**config.mk**
```make
export PLATFORM = sky130hd
export DESIGN_NAME = cteu_unit
export DESIGN_NICKNAME = d
export VERILOG_FILES = /design/src/cteu_pkg.sv /design/src/cteu_decode.sv /design/src/cteu_unit.sv
export VERILOG_INCLUDE_DIRS = /design/src /design/src/src
export SDC_FILE = /design/constraint.sdc
export NUM_CORES = 1
export LEC_CHECK = 0
export ABC_CLOCK_PERIOD_IN_PS = 2350
export BUFFER_PORTS_ARGS = -buffer_cell sky130_fd_sc_hd__clkbuf_2
export CORE_AREA = 2 2 157 159
export DETAILED_ROUTE_END_ITERATION = 8
export DIE_AREA = 0 0 159 161
export GPL_TIMING_DRIVEN = 0
export PLACE_DENSITY = 0.78
export SKIP_LAST_GASP = 1
export SLEW_MARGIN = 20
export SYNTH_ARGS = -nofsm -noshare
export SYNTH_HDL_FRONTEND = slang
export SYNTH_SLANG_ARGS = --single-unit
```
**constraint.sdc**
```tcl
create_clock -name clock -period 2.35 [get_ports clock]
set_input_delay 0.47 -clock clock [delete_from_list [all_inputs] [get_ports clock]]
set_output_delay 0.47 -clock clock [all_outputs]
set_load 0.03 [all_outputs]
```
**src/cteu_consts.svh**
```systemverilog
`ifndef CTEU_CONSTS_SVH
`define CTEU_CONSTS_SVH
// status word flag positions
`define CTEU_PSW_ID_BIT 5
`define CTEU_PSW_EP_BIT 6
`define CTEU_PSW_NP_BIT 7
`define CTEU_PSW_RESET 32'h00000020
// handler addresses
`define CTEU_SWX_HANDLER_LO 32'h00000040
`define CTEU_SWX_HANDLER_HI 32'h00000050
`define CTEU_DBG_HANDLER 32'h00000060
// vector range split
`define CTEU_VEC_SPLIT_BIT 4
// cause code base for software exceptions, vector added in low bits
`define CTEU_SWX_CODE_BASE 16'h0040
`define CTEU_ILG_CODE 16'h0060
// illegal opcode encoding
`define CTEU_ILG_OP_VAL 6'h3F
`define CTEU_ILG_SUB_MIN 4'h7
`endif

```
**src/cteu_pkg.sv**
```systemverilog
package cteu_pkg;
    typedef enum logic [2:0] {
        CTEU_EV_NONE,
        CTEU_EV_SWX,
        CTEU_EV_ILG,
        CTEU_EV_DBT,
        CTEU_EV_EXCEPTION_RETURN_INSN,
        CTEU_EV_DEBUG_RETURN_INSN
    } cteu_event_type;
endpackage

```
**src/cteu_decode.sv**
```systemverilog
`timescale 1ns/1ps
`include "cteu_consts.svh"
module cteu_decode
    import cteu_pkg::*;
(
    // instruction strobes from the decoder
    input wire logic insn_valid,
    input wire logic [31:0] insn_word,
    input wire logic trap_insn,
    input wire logic debug_trap_insn,
    input wire logic exception_return_insn,
    input wire logic debug_return_insn,
    // classified event
    output logic is_illegal,
    output cteu_event_type event_kind
);
    always_comb begin
        is_illegal = (insn_word[10:5] == `CTEU_ILG_OP_VAL)
            && (insn_word[26:23] >= `CTEU_ILG_SUB_MIN)
            && !insn_word[16];
        event_kind = CTEU_EV_NONE;
        if (insn_valid) begin
            // illegal decode outranks any strobe on the same word
            if (is_illegal) begin
                event_kind = CTEU_EV_ILG;
            end else if (debug_trap_insn) begin
                event_kind = CTEU_EV_DBT;
            end else if (trap_insn) begin
                event_kind = CTEU_EV_SWX;
            end else if (debug_return_insn) begin
                event_kind = CTEU_EV_DEBUG_RETURN_INSN;
            end else if (exception_return_insn) begin
                event_kind = CTEU_EV_EXCEPTION_RETURN_INSN;
            end
        end
    end
endmodule

```
**src/cteu_unit.sv**
```systemverilog
// Implementation choices: the placing of the registers and the address-and-strobe port.
`timescale 1ns/1ps
`include "cteu_consts.svh"
// Summary of operation
// - trap instruction raises a software exception unless an illegal word or a debug trap outranks it; vector 00H..1FH.
// - software exception saves return PC and status into exception save registers.
// - software exception writes cause code into low 16 bits of cause register.
// - software exception sets exception-pending and irq-disable flags.
// - handler 40H for vectors 00H..0FH, 50H for 10H..1FH.
// - exception return with pending flag set restores from exception save registers.
// - exception-pending flag set whenever any exception is taken.
// - illegal encoding is opcode 111111B, sub-opcode 0111B..1111B, bit 16 zero.
// - illegal-opcode trap saves return PC and status into debug save registers.
// - illegal-opcode trap sets nmi, exception pending, irq-disable; jumps to 60H.
// - debug return restores PC and status from debug save registers.
// - debug save registers reachable only from illegal opcode until debug return.
// - debug trap instruction is acknowledged unless an illegal word outranks it.
// - debug trap saves to debug registers, sets three flags, jumps to 60H.
// - after debug trap, debug save registers reachable only until debug return.
// - exceptions taken regardless of the irq-disable flag.
// - exception return with pending flag set does not clear in-service priority bits.
module cteu_unit
    import cteu_pkg::*;
(
    // clock and reset
    input wire logic clock,
    input wire logic rst_n,
    input wire logic clk_en,
    // instruction from the pipeline
    input wire logic insn_valid,
    input wire logic [31:0] insn_word,
    input wire logic trap_insn,
    input wire logic [4:0] trap_vector,
    input wire logic debug_trap_insn,
    input wire logic exception_return_insn,
    input wire logic debug_return_insn,
    input wire logic [31:0] return_pc,
    // interrupt save registers held outside
    input wire logic [31:0] int_saved_pc,
    input wire logic [31:0] int_saved_status,
    // system register access to debug save registers
    input wire logic dbg_wr,
    input wire logic dbg_sel_status,
    input wire logic [31:0] dbg_wdata,
    // program counter and status word
    output logic pc_load,
    output logic [31:0] pc_target,
    output logic [31:0] program_status_word,
    // saved state
    output logic [31:0] exc_saved_pc,
    output logic [31:0] exc_saved_status,
    output logic [31:0] exception_cause_reg,
    output logic [31:0] dbg_saved_pc,
    output logic [31:0] dbg_saved_status,
    output logic dbg_access_open,
    output logic isp_clear_block,
    output logic illegal_opcode_trap
);
    cteu_event_type ev;
    logic ilg;

    logic pc_load_r, pc_load_nxt;
    logic [31:0] pc_target_r, pc_target_nxt;
    logic [31:0] psw_r, psw_nxt;
    logic [31:0] epc_r, epc_nxt;
    logic [31:0] epsw_r, epsw_nxt;
    logic [31:0] ecr_r, ecr_nxt;
    logic [31:0] dpc_r, dpc_nxt;
    logic [31:0] dpsw_r, dpsw_nxt;
    logic dbg_open_r, dbg_open_nxt;
    logic isp_blk_r, isp_blk_nxt;
    logic ilg_r, ilg_nxt;

    cteu_decode u_decode (
        .insn_valid(insn_valid),
        .insn_word(insn_word),
        .trap_insn(trap_insn),
        .debug_trap_insn(debug_trap_insn),
        .exception_return_insn(exception_return_insn),
        .debug_return_insn(debug_return_insn),
        .is_illegal(ilg),
        .event_kind(ev)
    );

    always_comb begin
        pc_load_nxt = 1'b0;
        pc_target_nxt = pc_target_r;
        psw_nxt = psw_r;
        epc_nxt = epc_r;
        epsw_nxt = epsw_r;
        ecr_nxt = ecr_r;
        dpc_nxt = dpc_r;
        dpsw_nxt = dpsw_r;
        dbg_open_nxt = dbg_open_r;
        isp_blk_nxt = 1'b0;
        ilg_nxt = 1'b0;
        // debug save registers writable only while the window is open
        if (dbg_wr && dbg_open_r) begin
            if (dbg_sel_status) begin
                dpsw_nxt = dbg_wdata;
            end else begin
                dpc_nxt = dbg_wdata;
            end
        end
        // no event looks at the irq-disable flag
        case (ev)
            CTEU_EV_SWX: begin
                epc_nxt = return_pc;
                epsw_nxt = psw_r;
                ecr_nxt = {ecr_r[31:16], `CTEU_SWX_CODE_BASE | {11'h000, trap_vector}};
                psw_nxt[`CTEU_PSW_EP_BIT] = 1'b1;
                psw_nxt[`CTEU_PSW_ID_BIT] = 1'b1;
                pc_load_nxt = 1'b1;
                pc_target_nxt = trap_vector[`CTEU_VEC_SPLIT_BIT] ?
                    `CTEU_SWX_HANDLER_HI : `CTEU_SWX_HANDLER_LO;
            end
            CTEU_EV_ILG, CTEU_EV_DBT: begin
                dpc_nxt = return_pc;
                dpsw_nxt = psw_r;
                psw_nxt[`CTEU_PSW_NP_BIT] = 1'b1;
                psw_nxt[`CTEU_PSW_EP_BIT] = 1'b1;
                psw_nxt[`CTEU_PSW_ID_BIT] = 1'b1;
                pc_load_nxt = 1'b1;
                pc_target_nxt = `CTEU_DBG_HANDLER;
                dbg_open_nxt = 1'b1;
                ilg_nxt = (ev == CTEU_EV_ILG);
            end
            CTEU_EV_DEBUG_RETURN_INSN: begin
                pc_load_nxt = 1'b1;
                pc_target_nxt = dpc_r;
                psw_nxt = dpsw_r;
                dbg_open_nxt = 1'b0;
            end
            CTEU_EV_EXCEPTION_RETURN_INSN: begin
                pc_load_nxt = 1'b1;
                if (psw_r[`CTEU_PSW_EP_BIT]) begin
                    pc_target_nxt = epc_r;
                    psw_nxt = epsw_r;
                    isp_blk_nxt = 1'b1;
                end else begin
                    pc_target_nxt = int_saved_pc;
                    psw_nxt = int_saved_status;
                end
            end
            default: begin
            end
        endcase
    end

    always_ff @(posedge clock or negedge rst_n) begin
        if (!rst_n) begin
            pc_load_r <= 1'b0;
            pc_target_r <= 32'h00000000;
            psw_r <= `CTEU_PSW_RESET;
            epc_r <= 32'h00000000;
            epsw_r <= 32'h00000000;
            ecr_r <= 32'h00000000;
            dpc_r <= 32'h00000000;
            dpsw_r <= 32'h00000000;
            dbg_open_r <= 1'b0;
            isp_blk_r <= 1'b0;
            ilg_r <= 1'b0;
        end else if (clk_en) begin
            pc_load_r <= pc_load_nxt;
            pc_target_r <= pc_target_nxt;
            psw_r <= psw_nxt;
            epc_r <= epc_nxt;
            epsw_r <= epsw_nxt;
            ecr_r <= ecr_nxt;
            dpc_r <= dpc_nxt;
            dpsw_r <= dpsw_nxt;
            dbg_open_r <= dbg_open_nxt;
            isp_blk_r <= isp_blk_nxt;
            ilg_r <= ilg_nxt;
        end
    end

    // outputs straight from flops; debug save registers stay readable, only writes are gated
    assign pc_load = pc_load_r;
    assign pc_target = pc_target_r;
    assign program_status_word = psw_r;
    assign exc_saved_pc = epc_r;
    assign exc_saved_status = epsw_r;
    assign exception_cause_reg = ecr_r;
    assign dbg_saved_pc = dpc_r;
    assign dbg_saved_status = dpsw_r;
    assign dbg_access_open = dbg_open_r;
    assign isp_clear_block = isp_blk_r;
    assign illegal_opcode_trap = ilg_r;

    // software exception entry
    chk_swx_vector_lo: assert property (@(posedge clock) disable iff (!rst_n)
        clk_en && ev == CTEU_EV_SWX && !trap_vector[4]
        |=> pc_load && pc_target == 32'h00000040) else $error("low trap vector target");

    chk_swx_vector_hi: assert property (@(posedge clock) disable iff (!rst_n)
        clk_en && ev == CTEU_EV_SWX && trap_vector[4]
        |=> pc_load && pc_target == 32'h00000050) else $error("high trap vector target");

    chk_swx_save_pc: assert property (@(posedge clock) disable iff (!rst_n)
        clk_en && ev == CTEU_EV_SWX |=> exc_saved_pc == $past(return_pc)
        && exc_saved_status == $past(psw_r)) else $error("exception save wrong");

    chk_swx_cause: assert property (@(posedge clock) disable iff (!rst_n)
        clk_en && ev == CTEU_EV_SWX |=> exception_cause_reg[15:0]
        == (16'h0040 | {11'h000, $past(trap_vector)})) else $error("cause code wrong");

    chk_swx_flags: assert property (@(posedge clock) disable iff (!rst_n)
        clk_en && ev == CTEU_EV_SWX |=> program_status_word[6]
        && program_status_word[5]) else $error("ep or id not set");

    chk_swx_ignores_id: assert property (@(posedge clock) disable iff (!rst_n)
        clk_en && ev == CTEU_EV_SWX && psw_r[5]
        |=> pc_load) else $error("trap refused while irq disabled");

    chk_swx_keeps_np: assert property (@(posedge clock) disable iff (!rst_n)
        clk_en && ev == CTEU_EV_SWX
        |=> program_status_word[7] == $past(psw_r[7])) else $error("trap touched nmi pending");

    chk_swx_cause_top: assert property (@(posedge clock) disable iff (!rst_n)
        clk_en && ev == CTEU_EV_SWX
        |=> exception_cause_reg[31:16] == $past(ecr_r[31:16])) else $error("cause top changed");

    // a debug write beside a trap or a return still lands, so leave it out here
    chk_swx_no_dbg: assert property (@(posedge clock) disable iff (!rst_n)
        clk_en && ev == CTEU_EV_SWX && !dbg_wr |=> dbg_saved_pc == $past(dpc_r)
        && !illegal_opcode_trap) else $error("trap hit debug state");

    chk_ep_on_entry: assert property (@(posedge clock) disable iff (!rst_n)
        clk_en && (ev == CTEU_EV_SWX || ev == CTEU_EV_ILG || ev == CTEU_EV_DBT)
        |=> program_status_word[6]) else $error("ep not set on entry");

    // debug entry, illegal decode and the debug window
    chk_dbg_entry: assert property (@(posedge clock) disable iff (!rst_n)
        clk_en && (ev == CTEU_EV_ILG || ev == CTEU_EV_DBT) |=> pc_target == 32'h00000060
        && program_status_word[7:5] == 3'h7 && dbg_access_open) else $error("debug entry wrong");

    chk_ilg_save: assert property (@(posedge clock) disable iff (!rst_n)
        clk_en && ev == CTEU_EV_ILG |=> dbg_saved_pc == $past(return_pc)
        && illegal_opcode_trap) else $error("illegal trap save wrong");

    chk_ilg_status: assert property (@(posedge clock) disable iff (!rst_n)
        clk_en && ev == CTEU_EV_ILG
        |=> dbg_saved_status == $past(psw_r)) else $error("illegal trap status save wrong");

    chk_ilg_entry: assert property (@(posedge clock) disable iff (!rst_n)
        clk_en && ev == CTEU_EV_ILG |=> pc_load && pc_target == 32'h00000060
        && program_status_word[7:5] == 3'h7) else $error("illegal trap entry wrong");

    chk_ilg_priority: assert property (@(posedge clock) disable iff (!rst_n)
        clk_en && insn_valid && ilg
        |=> illegal_opcode_trap && pc_target == 32'h00000060) else $error("illegal decode lost");

    chk_ilg_pulse: assert property (@(posedge clock) disable iff (!rst_n)
        clk_en && ev != CTEU_EV_ILG
        |=> !illegal_opcode_trap) else $error("illegal trap flag stuck");

    chk_dbt_taken: assert property (@(posedge clock) disable iff (!rst_n)
        clk_en && insn_valid && debug_trap_insn && !ilg
        |=> pc_load && dbg_access_open) else $error("debug trap refused");

    chk_dbt_save: assert property (@(posedge clock) disable iff (!rst_n)
        clk_en && ev == CTEU_EV_DBT |=> dbg_saved_pc == $past(return_pc)
        && dbg_saved_status == $past(psw_r)) else $error("debug trap save wrong");

    chk_dbg_closed: assert property (@(posedge clock) disable iff (!rst_n)
        clk_en && dbg_wr && !dbg_open_r && ev == CTEU_EV_NONE
        |=> $stable(dbg_saved_pc)) else $error("debug reg written while closed");

    chk_dbg_closed_st: assert property (@(posedge clock) disable iff (!rst_n)
        clk_en && dbg_wr && !dbg_open_r && ev == CTEU_EV_NONE
        |=> $stable(dbg_saved_status)) else $error("debug status written while closed");

    chk_dbg_write_open: assert property (@(posedge clock) disable iff (!rst_n)
        clk_en && dbg_wr && dbg_open_r && !dbg_sel_status && ev == CTEU_EV_NONE
        |=> dbg_saved_pc == $past(dbg_wdata)) else $error("open debug write lost");

    chk_dbg_open_holds: assert property (@(posedge clock) disable iff (!rst_n)
        clk_en && dbg_open_r && ev != CTEU_EV_DEBUG_RETURN_INSN
        |=> dbg_access_open) else $error("debug window closed early");

    // returns
    chk_exception_return_insn_restore: assert property (@(posedge clock) disable iff (!rst_n)
        clk_en && ev == CTEU_EV_EXCEPTION_RETURN_INSN && psw_r[6] |=> pc_target == $past(epc_r)
        && program_status_word == $past(epsw_r) && isp_clear_block) else $error("exception_return_insn restore wrong");

    chk_exception_return_insn_int: assert property (@(posedge clock) disable iff (!rst_n)
        clk_en && ev == CTEU_EV_EXCEPTION_RETURN_INSN && !psw_r[6] |=> pc_target == $past(int_saved_pc)
        && program_status_word == $past(int_saved_status)) else $error("int restore wrong");

    chk_isp_only_exception_return_insn: assert property (@(posedge clock) disable iff (!rst_n)
        clk_en && ev != CTEU_EV_EXCEPTION_RETURN_INSN
        |=> !isp_clear_block) else $error("in-service hold without return");

    chk_debug_return_insn_restore: assert property (@(posedge clock) disable iff (!rst_n)
        clk_en && ev == CTEU_EV_DEBUG_RETURN_INSN |=> pc_target == $past(dpc_r)
        && !dbg_access_open) else $error("debug_return_insn restore wrong");

    chk_debug_return_insn_status: assert property (@(posedge clock) disable iff (!rst_n)
        clk_en && ev == CTEU_EV_DEBUG_RETURN_INSN
        |=> pc_load && program_status_word == $past(dpsw_r)) else $error("debug_return_insn status wrong");

endmodule

```
==> summary.md, run 1 <==
| Metric | Value |
|---|---|
| Reg2Reg Setup Slack | 160 ps |
| CP delay by family, top | buffers and inverters |
| Crit. Startpoint | insn_valid |
| Syn_area_per_cell | approximately 12 um2 |
| Clock-pin slew on the worst setup and hold paths | 60 ps |
| FF-to-FF End | pc_target[24]$_DFFE_PN0P_ |
| Critical path endpoint category | flop |
| Met1 GRT Util | 40.1% |
| Area leader, netlist | dfrtp_1 |
| Status | complete, no violations |
| Worst setup margin | 113 ps |
| CP peak stage delay | roughly 600 ps |
| Worst Path Required | 2790 ps |
| Via count | 9702 |
| Crit Path Max Fanout | 10 |
| Core Util, Final | between 50 and 60% |
| Critical Path Start Type | primary input |
| FFs w/ async S/R, synth | 100% |
| Crit path kind | primary input to flop |
| F_max | 0.447 GHz |
| PortBufs | 353 |
| Hold EP | exception_cause_reg[0]$_DFFE_PN0P_ |
| Boundary Pins | approximately 400 |
| Hold path startpoint | trap_vector[0] |
| Commonest cells post-synth | 201 x dfrtp_1, 112 x mux2_2, 68 x nand2_1 |
| Hold Fails Final Rpt | 0 |
| First-pass GRT wire length | between 60000 and 70000 um |
| Final HPWL DP | 30000 um |
| Mapped cell area | around 10000 um2 |
| Core footprint | 24000 um2 |
| Power Total | 13500 uW |
| Largest family of logic cells by synthesized area | compound AO/OA/AOI/OAI gates |
| Synth area leaders | dfrtp_1 48%, mux2_2 12%, o221a_2 6.9% |
| Max-cap violations | 0 |
| Largest net degree at the start of global routing | 88 |
| Starting density of the core | 43.5% |
| Clk_skew | 9.98 ps |
| Top-count cell post-synth | dfrtp_1 |
| Synth top area share | about 48% |
| Leakage | approximately 0.0061 uW |
| Final-report setup violation count | 0 |
| GRT Total Usage | 30.4% |
| Drt initial violations | 704 |
| Post-Synth XOR/XNOR Area | 0% |
| Vias in the first global route | between 9k and 10k |
| Crit-path slowest cell | buf_1 |
| Vias/cell | a little under 6 |
| Multiplexer share of the synthesized area | 13.3% |
| CP Cell Sequence | buf_2, nand2_1, nor2b_1, buf_2, buf_1, o211ai_1, o2bb2ai_1 |
| CP dominant cell by count | buf_2 |
| Busiest grt layer | met2 |
| Total die area | between 20000 and 30000 um2 |
| Met2 usage in global routing | 50.1% |
| Max Root-Sink Buffers | 3 |
| CTS H-tree depth | 1 |
| Synth Area in Compound Gates | 20.0% |
| Placed Instance Area | 12800 um2 |
| Area Overhead vs Synth | 30.7% |
| Max transition margin | around 44% |
| Met3 usage | 6.14% |
| Die Y-Extent | 161 um |
| CTS tree | done |
| CP bufs+invs | 3 |
| Worst skew pair latency | 520 ps |
| Yosys cell types | 50 |
| Row count | 57 |
| Pwr Density | 989 nW/um2 |
| Number of synthesized flops with an enable pin | 0 |
| Die W | about 160 um |
| Pre-antenna DRT Iters | 6 |
| WP data arrival | 2680 ps |
| Cell count after synthesis | ~900 |
| RD Place Congestion | 0.913 |
| Fraction of the mapped netlist area in adder cells | 0% |
| Slew Viols, Final | 0 |
| Fraction of layout cells with a size suffix above 1 | 48.5% |
| Worst Tran Pin Value | 836 ps |
| Setup TNS | 0 ps |
| Critical R2R Launch | program_status_word[6]$_DFFE_PN0P_ |
| Fill count | 2116 |
| Number of remaining DRC errors | 0 |
| Peak VDD IR | between 800 and 900 uV |
| Ys flop type | dfrtp_1 |
| Post-synthesis simple-gate area fraction | 12.1% |
| Design Area, Final | 13600 um2 |
| WHS Path Cells | 2 |
| Avg WL per Cell | 24.0 um |
| RSZ-0062 raised after global routing | false |
| Post-DRT Antenna Nets | 0 |
| Clk root buf | clkbuf_16 |
| Register area share after synthesis | 48.5% |
| CTS sink cnt | 202 |
| Place WS | -254 ps |
| Nets | around 1.5k |
| Final Critical Period | 2240 ps |
| Fin crit share | 95.2% |
| Grt ovf | 0 |
| Num CTS Buffers | 24 |
| Total wire length | 39600 um |
| FF-to-FF path depth | 5 |
| Antenna violations before repair | 4 |
| Synth warnings | 0 |
| Worst min path class | primary input to flop |
| #FFs+latches synth | 202 |
placed cells by master (no fill, tap or decap), types with 4 or more instances in the layout:
| master | count |
|---|---|
| nor3_1 | 7 |
| nor2_1 | 4 |
| clkinv_2 | 7 |
| a22oi_1 | 29 |
| a21oi_1 | 21 |
| nand4b_1 | 64 |
| buf_4 | 27 |
| nor2b_1 | 45 |
| buf_2 | 27 |
| mux2_1 | 10 |
| o2bb2ai_1 | 59 |
| nand2_1 | 68 |
| clkbuf_16 | 25 |
| o211ai_1 | 29 |
| conb_1 | 26 |
| o21ai_0 | 7 |
| clkbuf_1 | 60 |
| dfrtp_1 | 201 |
| inv_1 | 6 |
| mux2_2 | 112 |
| clkbuf_2 | 353 |
| a2111oi_0 | 12 |
| o221a_2 | 64 |
| clkbuf_8 | 6 |
worst max path at each step:
stage / endpoint / slack [ps] / cells after the start
after floorplan: pc_target[6]$_DFFE_PN0P_ / 350 / 6
after global placement: program_status_word[22]$_DFFE_PN0P_ / -3190 / 1
after detailed placement: exc_saved_pc[31]$_DFFE_PN0P_ / -250 / 7
after CTS: program_status_word[6]$_DFFE_PN0P_ / 5 / 5
after global routing: program_status_word[23]$_DFFE_PN0P_ / 0.9 / 7
final: program_status_word[23]$_DFFE_PN0P_ / 110 / 7
logic make-up (layout without fill, tap and decap cells):
family	count (synthesis)	count (layout)
other cells	1	28
compound gates	239	239
buf+inv	128	527
simple gates	204	204
mux	123	123
flops	202	202
report_power, final:
part | switching [uW] | internal [uW] | leakage (uW)
Combinational | 2820 | 1640 | 0.00321
Clock | 1550 | 2430 | 0.000427
Sequential | 762 | 4260 | 0.00242
stage by stage:
step,hold slack (ps),instances
finish,178,1647
global placement,458,1599
detailed placement,456,1601
global route,168,1647
CTS,159,1645
floorplan,174,922
final cells by class:
cell class	count	area [um2]	area share, %
Sequential cell	202	5060	37.1
Multi-Input combinational cell	592	4820	35.4
Timing Repair Buffer	356	1840	13.5
Clock buffer	32	702	5.15
Buffer	121	623	4.57
Tap cell	324	405	2.98
Clock inverter	12	145	1.07
Inverter	6	22.5	0.165
Antenna cell	2	5.00	0.0367
per-layer routing:
| metal | wire length, um | vias to the layer above |
|---|---|---|
| met2 | 18900 | 507 |
| met4 | 1410 | 4 |
| met1 | 16200 | 4858 |
| li1 | - | 4230 |
| met3 | 3070 | 103 |
| met5 | 27 | - |
repair_timing:
action | 4_1_cts | 5_1_grt
endpoints found under the hold margin | 46 | 0
buffers inserted | 0 | 0
endpoints found under the setup margin | 8 | 9
resized for setup | 0 | 5
hold buffers | 1 | 0
(Power assumes the default switching activity.)
==> run 2: changes to the inputs <==
--- a/config.mk
+++ b/config.mk
@@ -6,11 +6,12 @@
 export SDC_FILE = /design/constraint.sdc
 export NUM_CORES = 1
 export LEC_CHECK = 0
+export ABC_AREA = 1
 export ABC_CLOCK_PERIOD_IN_PS = 2350
 export BUFFER_PORTS_ARGS = -buffer_cell sky130_fd_sc_hd__clkbuf_2
-export CORE_AREA = 2 2 157 159
+export CORE_AREA = 2 2 155 157
 export DETAILED_ROUTE_END_ITERATION = 8
-export DIE_AREA = 0 0 159 161
+export DIE_AREA = 0 0 157 159
 export GPL_TIMING_DRIVEN = 0
 export PLACE_DENSITY = 0.78
 export SKIP_LAST_GASP = 1
==> summary.md, run 2 <==
| Metric | Value |
|---|---|
| Register area share after synthesis | 50.4% (was 48.5%) |
| Antenna violations before repair | 2 (was 4) |
| Register Area | 5060 um2 (unchanged) |
| RSZ-0062 raised after global routing | false (unchanged) |
| Total die area | 25000 um2 (was 25600 um2) |
| Vias/cell | 5.18 (was 5.89) |
| Worst Tran Pin Value | 807 ps (was 836 ps) |
| Max-cap violations | 0 (unchanged) |
| Pwr Density | 949 nW/um2 (was 989 nW/um2) |
| Final-report setup violation count | 0 (unchanged) |
| Most frequent cells in the layout | 550 x nand2_1, 355 x clkbuf_2, 201 x dfrtp_1 (was 353 x clkbuf_2, 201 x dfrtp_1, 112 x mux2_2) |
| Critical Path Start Type | flop (was primary input) |
| Via count | 10.9k (was 9702) |
| PortBufs | 354 (was 353) |
| CTS sink cnt | 202 (unchanged) |
| Drt initial violations | 955 (was 704) |
| Grt ovf | 0 (unchanged) |
| Area Overhead vs Synth | 30.8% (was 30.7%) |
| Hold Fails Final Rpt | 0 (unchanged) |
| Clk root buf | clkbuf_16 (unchanged) |
| Die W | 157 um (was 159 um) |
| Final Critical Period | 2220 ps (was 2240 ps) |
| Post-synthesis simple-gate area fraction | 26.5% (was 12.1%) |
| Pre-antenna DRT Iters | 5 (was 6) |
| Core footprint | 23200 um2 (was 24000 um2) |
| Top-count cell post-synth | nand2_1 (was dfrtp_1) |
| Crit path kind | flop to flop (was primary input to flop) |
| Syn_area_per_cell | 7.42 um2 (was 11.6 um2) |
| F_max | 0.450 GHz (was 0.447 GHz) |
| Power Total | 12500 uW (was 13500 uW) |
| Die Y-Extent | 159 um (was 161 um) |
| Reg2Reg Setup Slack | 130 ps (was 160 ps) |
| Synth Area in Compound Gates | 12.1% (was 20.0%) |
| Fraction of layout cells with a size suffix above 1 | 26.8% (was 48.5%) |
| Clock-pin slew on the worst setup and hold paths | 60 ps (about the same) |
| Leakage | 0.00734 uW (was 0.00606 uW) |
| Largest family of logic cells by synthesized area | simple AND/OR/NAND/NOR gates (was compound AO/OA/AOI/OAI gates) |
| Fraction of the mapped netlist area in adder cells | 0% (unchanged) |
| Boundary Pins | 403 (unchanged) |
| Yosys cell types | 24 (was 50) |
| Slew Viols, Final | 0 (unchanged) |
| Starting density of the core | 43.3% (was 43.5%) |
| Row count | 56 (was 57) |
| Placed Cells | 2053 (was 1601) |
| Post-DRT Antenna Nets | 0 (unchanged) |
| CTS H-tree depth | 1 (unchanged) |
| Core Util, Final | 56.6% (was 56.8%) |
| Cell count after synthesis | 1353 (was 897) |
| Total wire length | 41000 um (was 39600 um) |
| Num CTS Buffers | 23 (was 24) |
| Critical path endpoint category | flop (unchanged) |
| Mapped cell area | 10000 um2 (was 10400 um2) |
| Vias in the first global route | 10.2k (was 9862) |
| Fin cells | 2095 (was 1647) |
| Worst skew pair latency | 520 ps (about the same) |
| Synth area leaders | dfrtp_1 50%, nand2_1 21%, o21ai_0 9.3% (was dfrtp_1 48%, mux2_2 12%, o221a_2 6.9%) |
| Largest net degree at the start of global routing | 86 (was 88) |
| Design Area, Final | 13100 um2 (was 13600 um2) |
| Place WS | -273 ps (was -254 ps) |
| Ys flop type | dfrtp_1 (unchanged) |
| Fill count | 2193 (was 2116) |
| Multiplexer share of the synthesized area | 0% (was 13.3%) |
| GRT Total Usage | 32.2% (was 30.4%) |
| Fin crit share | 94.5% (was 95.2%) |
| Avg WL per Cell | 19.5 um (was 24.0 um) |
| Placed Instance Area | 12400 um2 (was 12800 um2) |
| Nets | 1935 (was 1478) |
| Crit Path Max Fanout | 10 (unchanged) |
| FFs w/ async S/R, synth | 100% (unchanged) |
| Status | complete, no violations (unchanged) |
| First-pass GRT wire length | 60900 um (was 60100 um) |
| Number of remaining DRC errors | 0 (unchanged) |
| Post-CTS setup buffer count | 0 (unchanged) |
| Peak VDD IR | 544 uV (was 848 uV) |
| Final HPWL DP | 30900 um (was 30000 um) |
| Worst Path Required | 2800 ps (was 2790 ps) |
| Worst min path class | primary input to flop (unchanged) |
| Synth top area share | 50.1% (was 48.3%) |
| CTS tree | done (unchanged) |
| Number of synthesized flops with an enable pin | 0 (unchanged) |
| Commonest cells post-synth | 550 x nand2_1, 201 x dfrtp_1, 186 x o21ai_0 (was 201 x dfrtp_1, 112 x mux2_2, 68 x nand2_1) |
| Area of the multi-input gates | 3980 um2 (was 4820 um2) |
| Worst setup margin | 130 ps (was 113 ps) |
| Synth warnings | 0 (unchanged) |
| Max transition margin | 46.0% (was 44.3%) |
| Max Root-Sink Buffers | 3 (unchanged) |
| Most common cell after layout, fill and taps aside | nand2_1 (was clkbuf_2) |
| #FFs+latches synth | 202 (unchanged) |
| Area leader, netlist | dfrtp_1 (unchanged) |
| Clk_skew | 9.07 ps (was 9.98 ps) |
| WP data arrival | 2670 ps (was 2680 ps) |
| Post-Synth XOR/XNOR Area | 0% (unchanged) |
| RD Place Congestion | 0.891 (was 0.913) |
## run 2: cell types whose count changed in the layout (fill, tap and decap cells not counted), moves of 36 or more
cell       delta
o2bb2ai_1    -59
nand3_1      +74
o221a_2      -64
inv_1       +129
nor2b_1      -45
nand4b_1     -64
mux2_2      -112
nand2_1     +482
o21ai_0     +179
o21ai_1      +36
## run 2: cells by family (layout without fill, tap and decap cells)
| group | count (synthesis) | after routing |
|---|---|---|
| AND/OR/NAND/NOR | 660 | 660 |
| other | 1 | 27 |
| flip-flops | 202 | 202 |
| AO/OA/AOI/OAI | 241 | 241 |
| buffers and inverters | 249 | 646 |
## run 2: final timing paths
kind                            depth (start not counted)                                 end                          startpoint
worst min register to register                          2  exception_cause_reg[1]$_DFFE_PN0P_  exception_cause_reg[1]$_DFFE_PN0P_
worst max-delay path                                    7  program_status_word[4]$_DFFE_PN0P_  program_status_word[6]$_DFFE_PN0P_
min in group asynchronous                               2        dbg_saved_pc[18]$_DFFE_PN0P_                               rst_n
max in group asynchronous                               3  program_status_word[2]$_DFFE_PN0P_                               rst_n
worst min-delay path                                    3  exception_cause_reg[0]$_DFFE_PN0P_                      trap_vector[0]
worst max register to register                          7  program_status_word[4]$_DFFE_PN0P_  program_status_word[6]$_DFFE_PN0P_
## run 2: area by class of cell
type                       instances  share of cell area, %
antenna                            1                 0.0191
timing repair buffer             357                   14.1
multi-input combinational        927                   30.3
sequential                       202                   38.5
clock buffer                      28                   4.61
clock inverter                    12                   1.06
tap                              319                   3.04
inverter                         142                   4.06
buffer                           107                   4.29
## run 2: power by group
group / internal (uW) / switching, uW
Clock: 2160 / 1530
Combinational: 1070 / 3000
Sequential: 4140 / 551
Total: 7370 / 5080
## run 2: per-stage QoR
stage | TNS [ps] | hold slack [ps]
after floorplan | 0 | 174
after global placement | -653170 | 456
after detailed placement | -16830 | 456
after CTS | 0 | 144
after global routing | 0 | 155
final | 0 | 157
## run 2: repair_timing
action	in CTS	in global routing
hold buffers	1	0
endpoints found under the setup margin	1	2
gates resized for setup	1	2
endpoints found under the hold margin	46	0
## run 2: layer usage
metal	global-route usage, %	part of all wire (%)	vias up
met5	0	0	-
met4	9.47	2.9	0
met3	5.91	9.3	82
met2	51.6	46	601
met1	44.6	41	5157
li1	-	-	5021
## run 2: worst max-delay path: stages, from the launching register on
cell and delay (ps):
dfrtp_1 500, inv_1 160, clkbuf_1 490, clkbuf_1 520, nand2_1 180, nand4_1 160, nand3_1 80, nand2_1 60
==> run 3: changes to the inputs <==
--- a/config.mk
+++ b/config.mk
@@ -8,12 +8,12 @@
 export LEC_CHECK = 0
 export ABC_AREA = 1
 export ABC_CLOCK_PERIOD_IN_PS = 2350
-export BUFFER_PORTS_ARGS = -buffer_cell sky130_fd_sc_hd__clkbuf_2
+export BUFFER_PORTS_ARGS = -buffer_cell sky130_fd_sc_hd__buf_4
 export CORE_AREA = 2 2 155 157
 export DETAILED_ROUTE_END_ITERATION = 8
 export DIE_AREA = 0 0 157 159
 export GPL_TIMING_DRIVEN = 0
-export PLACE_DENSITY = 0.78
+export PLACE_DENSITY = 0.81
 export SKIP_LAST_GASP = 1
 export SLEW_MARGIN = 20
 export SYNTH_ARGS = -nofsm -noshare
==> summary.md, run 3 (synthesis results as in run 2) <==
| Metric | Value |
|---|---|
| Status | complete, no violations (unchanged) |
| Worst Path Required | 2760 ps (was 2800 ps) |
| Post-CTS setup buffer count | 0 (unchanged) |
| Starting density of the core | 43.3% (unchanged) |
| Hold slack | 153 ps (was 157 ps) |
| Crit path kind | flop to flop (unchanged) |
| Worst min path class | primary input to flop (unchanged) |
| Critical path endpoint category | flop (unchanged) |
| Largest net degree at the start of global routing | 99 (was 86) |
| WP data arrival | 2510 ps (was 2670 ps) |
| Power Total | 13200 uW (was 12500 uW) |
| Crit-path slowest cell | clkbuf_1 (unchanged) |
| Grt ovf | 0 (unchanged) |
| Core footprint | 23200 um2 (unchanged) |
| GRT Total Usage | 33.1% (was 32.2%) |
| RSZ-0062 raised after global routing | false (unchanged) |
| Num CTS Buffers | 23 (unchanged) |
| Most frequent cells in the layout | 550 x nand2_1, 381 x buf_4, 201 x dfrtp_1 (was 550 x nand2_1, 355 x clkbuf_2, 201 x dfrtp_1) |
| Boundary Pins | 403 (unchanged) |
| Via count | 11.0k (was 10.9k) |
| First-pass GRT wire length | 62800 um (was 60900 um) |
| CTS tree | done (unchanged) |
| CP Cell Sequence | inv_1, clkbuf_1, o21ai_0, nand3_1, o21ai_0, nand2_1, nand2_1 (was inv_1, clkbuf_1, clkbuf_1, nand2_1, nand4_1, nand3_1, nand2_1) |
| Max Root-Sink Buffers | 3 (unchanged) |
| Drt initial violations | 1050 (was 955) |
| F_max | 0.476 GHz (was 0.450 GHz) |
| Max transition margin | 52.8% (was 46.0%) |
| FF-to-FF path depth | 7 (unchanged) |
| Pre-antenna DRT Iters | 6 (was 5) |
| Post-DRT Antenna Nets | 0 (unchanged) |
| Slew Viols, Final | 0 (unchanged) |
| RD Place Congestion | 0.912 (was 0.891) |
| Flop pwr share | 35.6% (was 37.7%) |
| Final Critical Period | 2100 ps (was 2220 ps) |
| Placed Instance Area | 13200 um2 (was 12400 um2) |
| Nets | 1934 (was 1935) |
| Clk_skew | 8.05 ps (was 9.07 ps) |
| Peak VDD IR | 545 uV (was 544 uV) |
| CTS H-tree depth | 1 (unchanged) |
| Combinational power share | 34.5% (was 32.7%) |
| Vias/cell | 5.25 (was 5.18) |
| Proportion of power drawn by the clock network | 29.9% (was 29.6%) |
| Switching share of power | 38.7% (was 40.8%) |
| Die Y-Extent | 159 um (unchanged) |
| Fin crit share | 89.4% (was 94.5%) |
| Switching pwr | 5110 uW (was 5080 uW) |
| Max-cap violations | 0 (unchanged) |
| WHS Path Cells | 3 (unchanged) |
| Total wire length | 42100 um (was 41000 um) |
| Clk root buf | clkbuf_16 (unchanged) |
| Vias in the first global route | 10.8k (was 10.2k) |
| Final-report setup violation count | 0 (unchanged) |
| Leakage | 0.00761 uW (was 0.00734 uW) |
| Avg WL per Cell | 20.1 um (was 19.5 um) |
| Antenna violations before repair | 0 (was 2) |
| Clock-pin slew on the worst setup and hold paths | 60 ps (about the same) |
| CP peak stage delay | 500 ps (was 520 ps) |
| Area Overhead vs Synth | 40.3% (was 30.8%) |
| Worst skew pair latency | 520 ps (about the same) |
| Final HPWL DP | 31300 um (was 30900 um) |
| CTS sink cnt | 202 (unchanged) |
| Design Area, Final | 14100 um2 (was 13100 um2) |
| Total die area | 25000 um2 (unchanged) |
| Die W | 157 um (unchanged) |
| Reg2Reg Setup Slack | 250 ps (was 130 ps) |
| PortBufs | 354 (unchanged) |
| Fraction of layout cells with a size suffix above 1 | 26.8% (unchanged) |
| Number of remaining DRC errors | 0 (unchanged) |
| Internal | 8100 uW (was 7370 uW) |
| Critical Path Start Type | flop (unchanged) |
| Row count | 56 (unchanged) |
| Crit Path Max Fanout | 12 (was 10) |
| Hold Fails Final Rpt | 0 (unchanged) |
| Worst Tran Pin Value | 708 ps (was 807 ps) |
| Most common cell after layout, fill and taps aside | nand2_1 (unchanged) |
| Pwr Density | 938 nW/um2 (was 949 nW/um2) |
run 3: changes by cell type in the layout (fill, tap and decap cells not counted), sizes merged:
cell / previous run / this run
inv: 143 / 142
clkinvlp: 0 / 2
buf: 66 / 421
clkinv: 8 / 2
bufinv: 3 / 4
clkbuf: 425 / 74
run 3: final cells by class:
| class | instances | area [um2] |
|---|---|---|
| multi-input cells | 927 | 3980 |
| plain buffers | 106 | 558 |
| clock inverters | 8 | 145 |
| inverters | 142 | 533 |
| flip-flops and latches | 202 | 5060 |
| fillers | 2054 | 9120 |
| clock buffers | 33 | 673 |
| repair buffers | 357 | 2730 |
| well taps | 319 | 399 |
| diodes | 1 | 2.50 |
run 3: worst max-delay path, delay by kind of cell, from the launching register on:
| kind | cells | cell delay [ps] |
|---|---|---|
| buf+inv | 2 | 910 |
| simple gates | 3 | 240 |
| compound gates | 2 | 340 |
| flops | 1 | 490 |
run 3: power groups by stage:
stage	Sequential, uW	Clock [uW]	Combinational (uW)
5_1_grt	4770	4120	4870
3_5_place_dp	4720	0	4530
6_report	4700	3950	4560
2_1_floorplan	5950	0	1240
3_3_place_gp	4710	0	4450
4_1_cts	4680	3960	4550
run 3: per-stage QoR:
step           instances  setup WS (ps)  TNS (ps)  util, %
5_1_grt             2094           52.4         0     60.7
2_1_floorplan       1378            608         0        -
6_report            2095            249         0     60.7
3_5_place_dp        2053           -233    -13830     57.1
3_3_place_gp        2051           -630   -133410     56.9
4_1_cts             2095           11.6         0     60.7
run 3: worst paths after layout:
check,start,to
setup / recovery,program_status_word[6]$_DFFE_PN0P_,pc_target[31]$_DFFE_PN0P_
hold / removal,trap_vector[2],exception_cause_reg[2]$_DFFE_PN0P_
setup reg to reg,program_status_word[6]$_DFFE_PN0P_,pc_target[31]$_DFFE_PN0P_
hold reg to reg,exception_cause_reg[6]$_DFFE_PN0P_,exception_cause_reg[6]$_DFFE_PN0P_
max in group asynchronous,rst_n,exc_saved_status[13]$_DFFE_PN0P_
min in group asynchronous,rst_n,pc_target[18]$_DFFE_PN0P_
run 3: per-layer routing:
layer	track usage [%]	part of all wire (%)	vias up
li1	-	-	5007
met4	9.72	3.0	0
met1	43.1	39	5211
met3	8.06	10	107
met5	0	0	-
met2	54.6	47	672
run 3: what timing repair did:
| action | 4_1_cts | 5_1_grt |
|---|---|---|
| gates resized for setup | 0 | 3 |
| endpoints found under the hold margin | 8 | 0 |
| endpoints found under the setup margin | 0 | 10 |
| hold buffers | 1 | 0 |
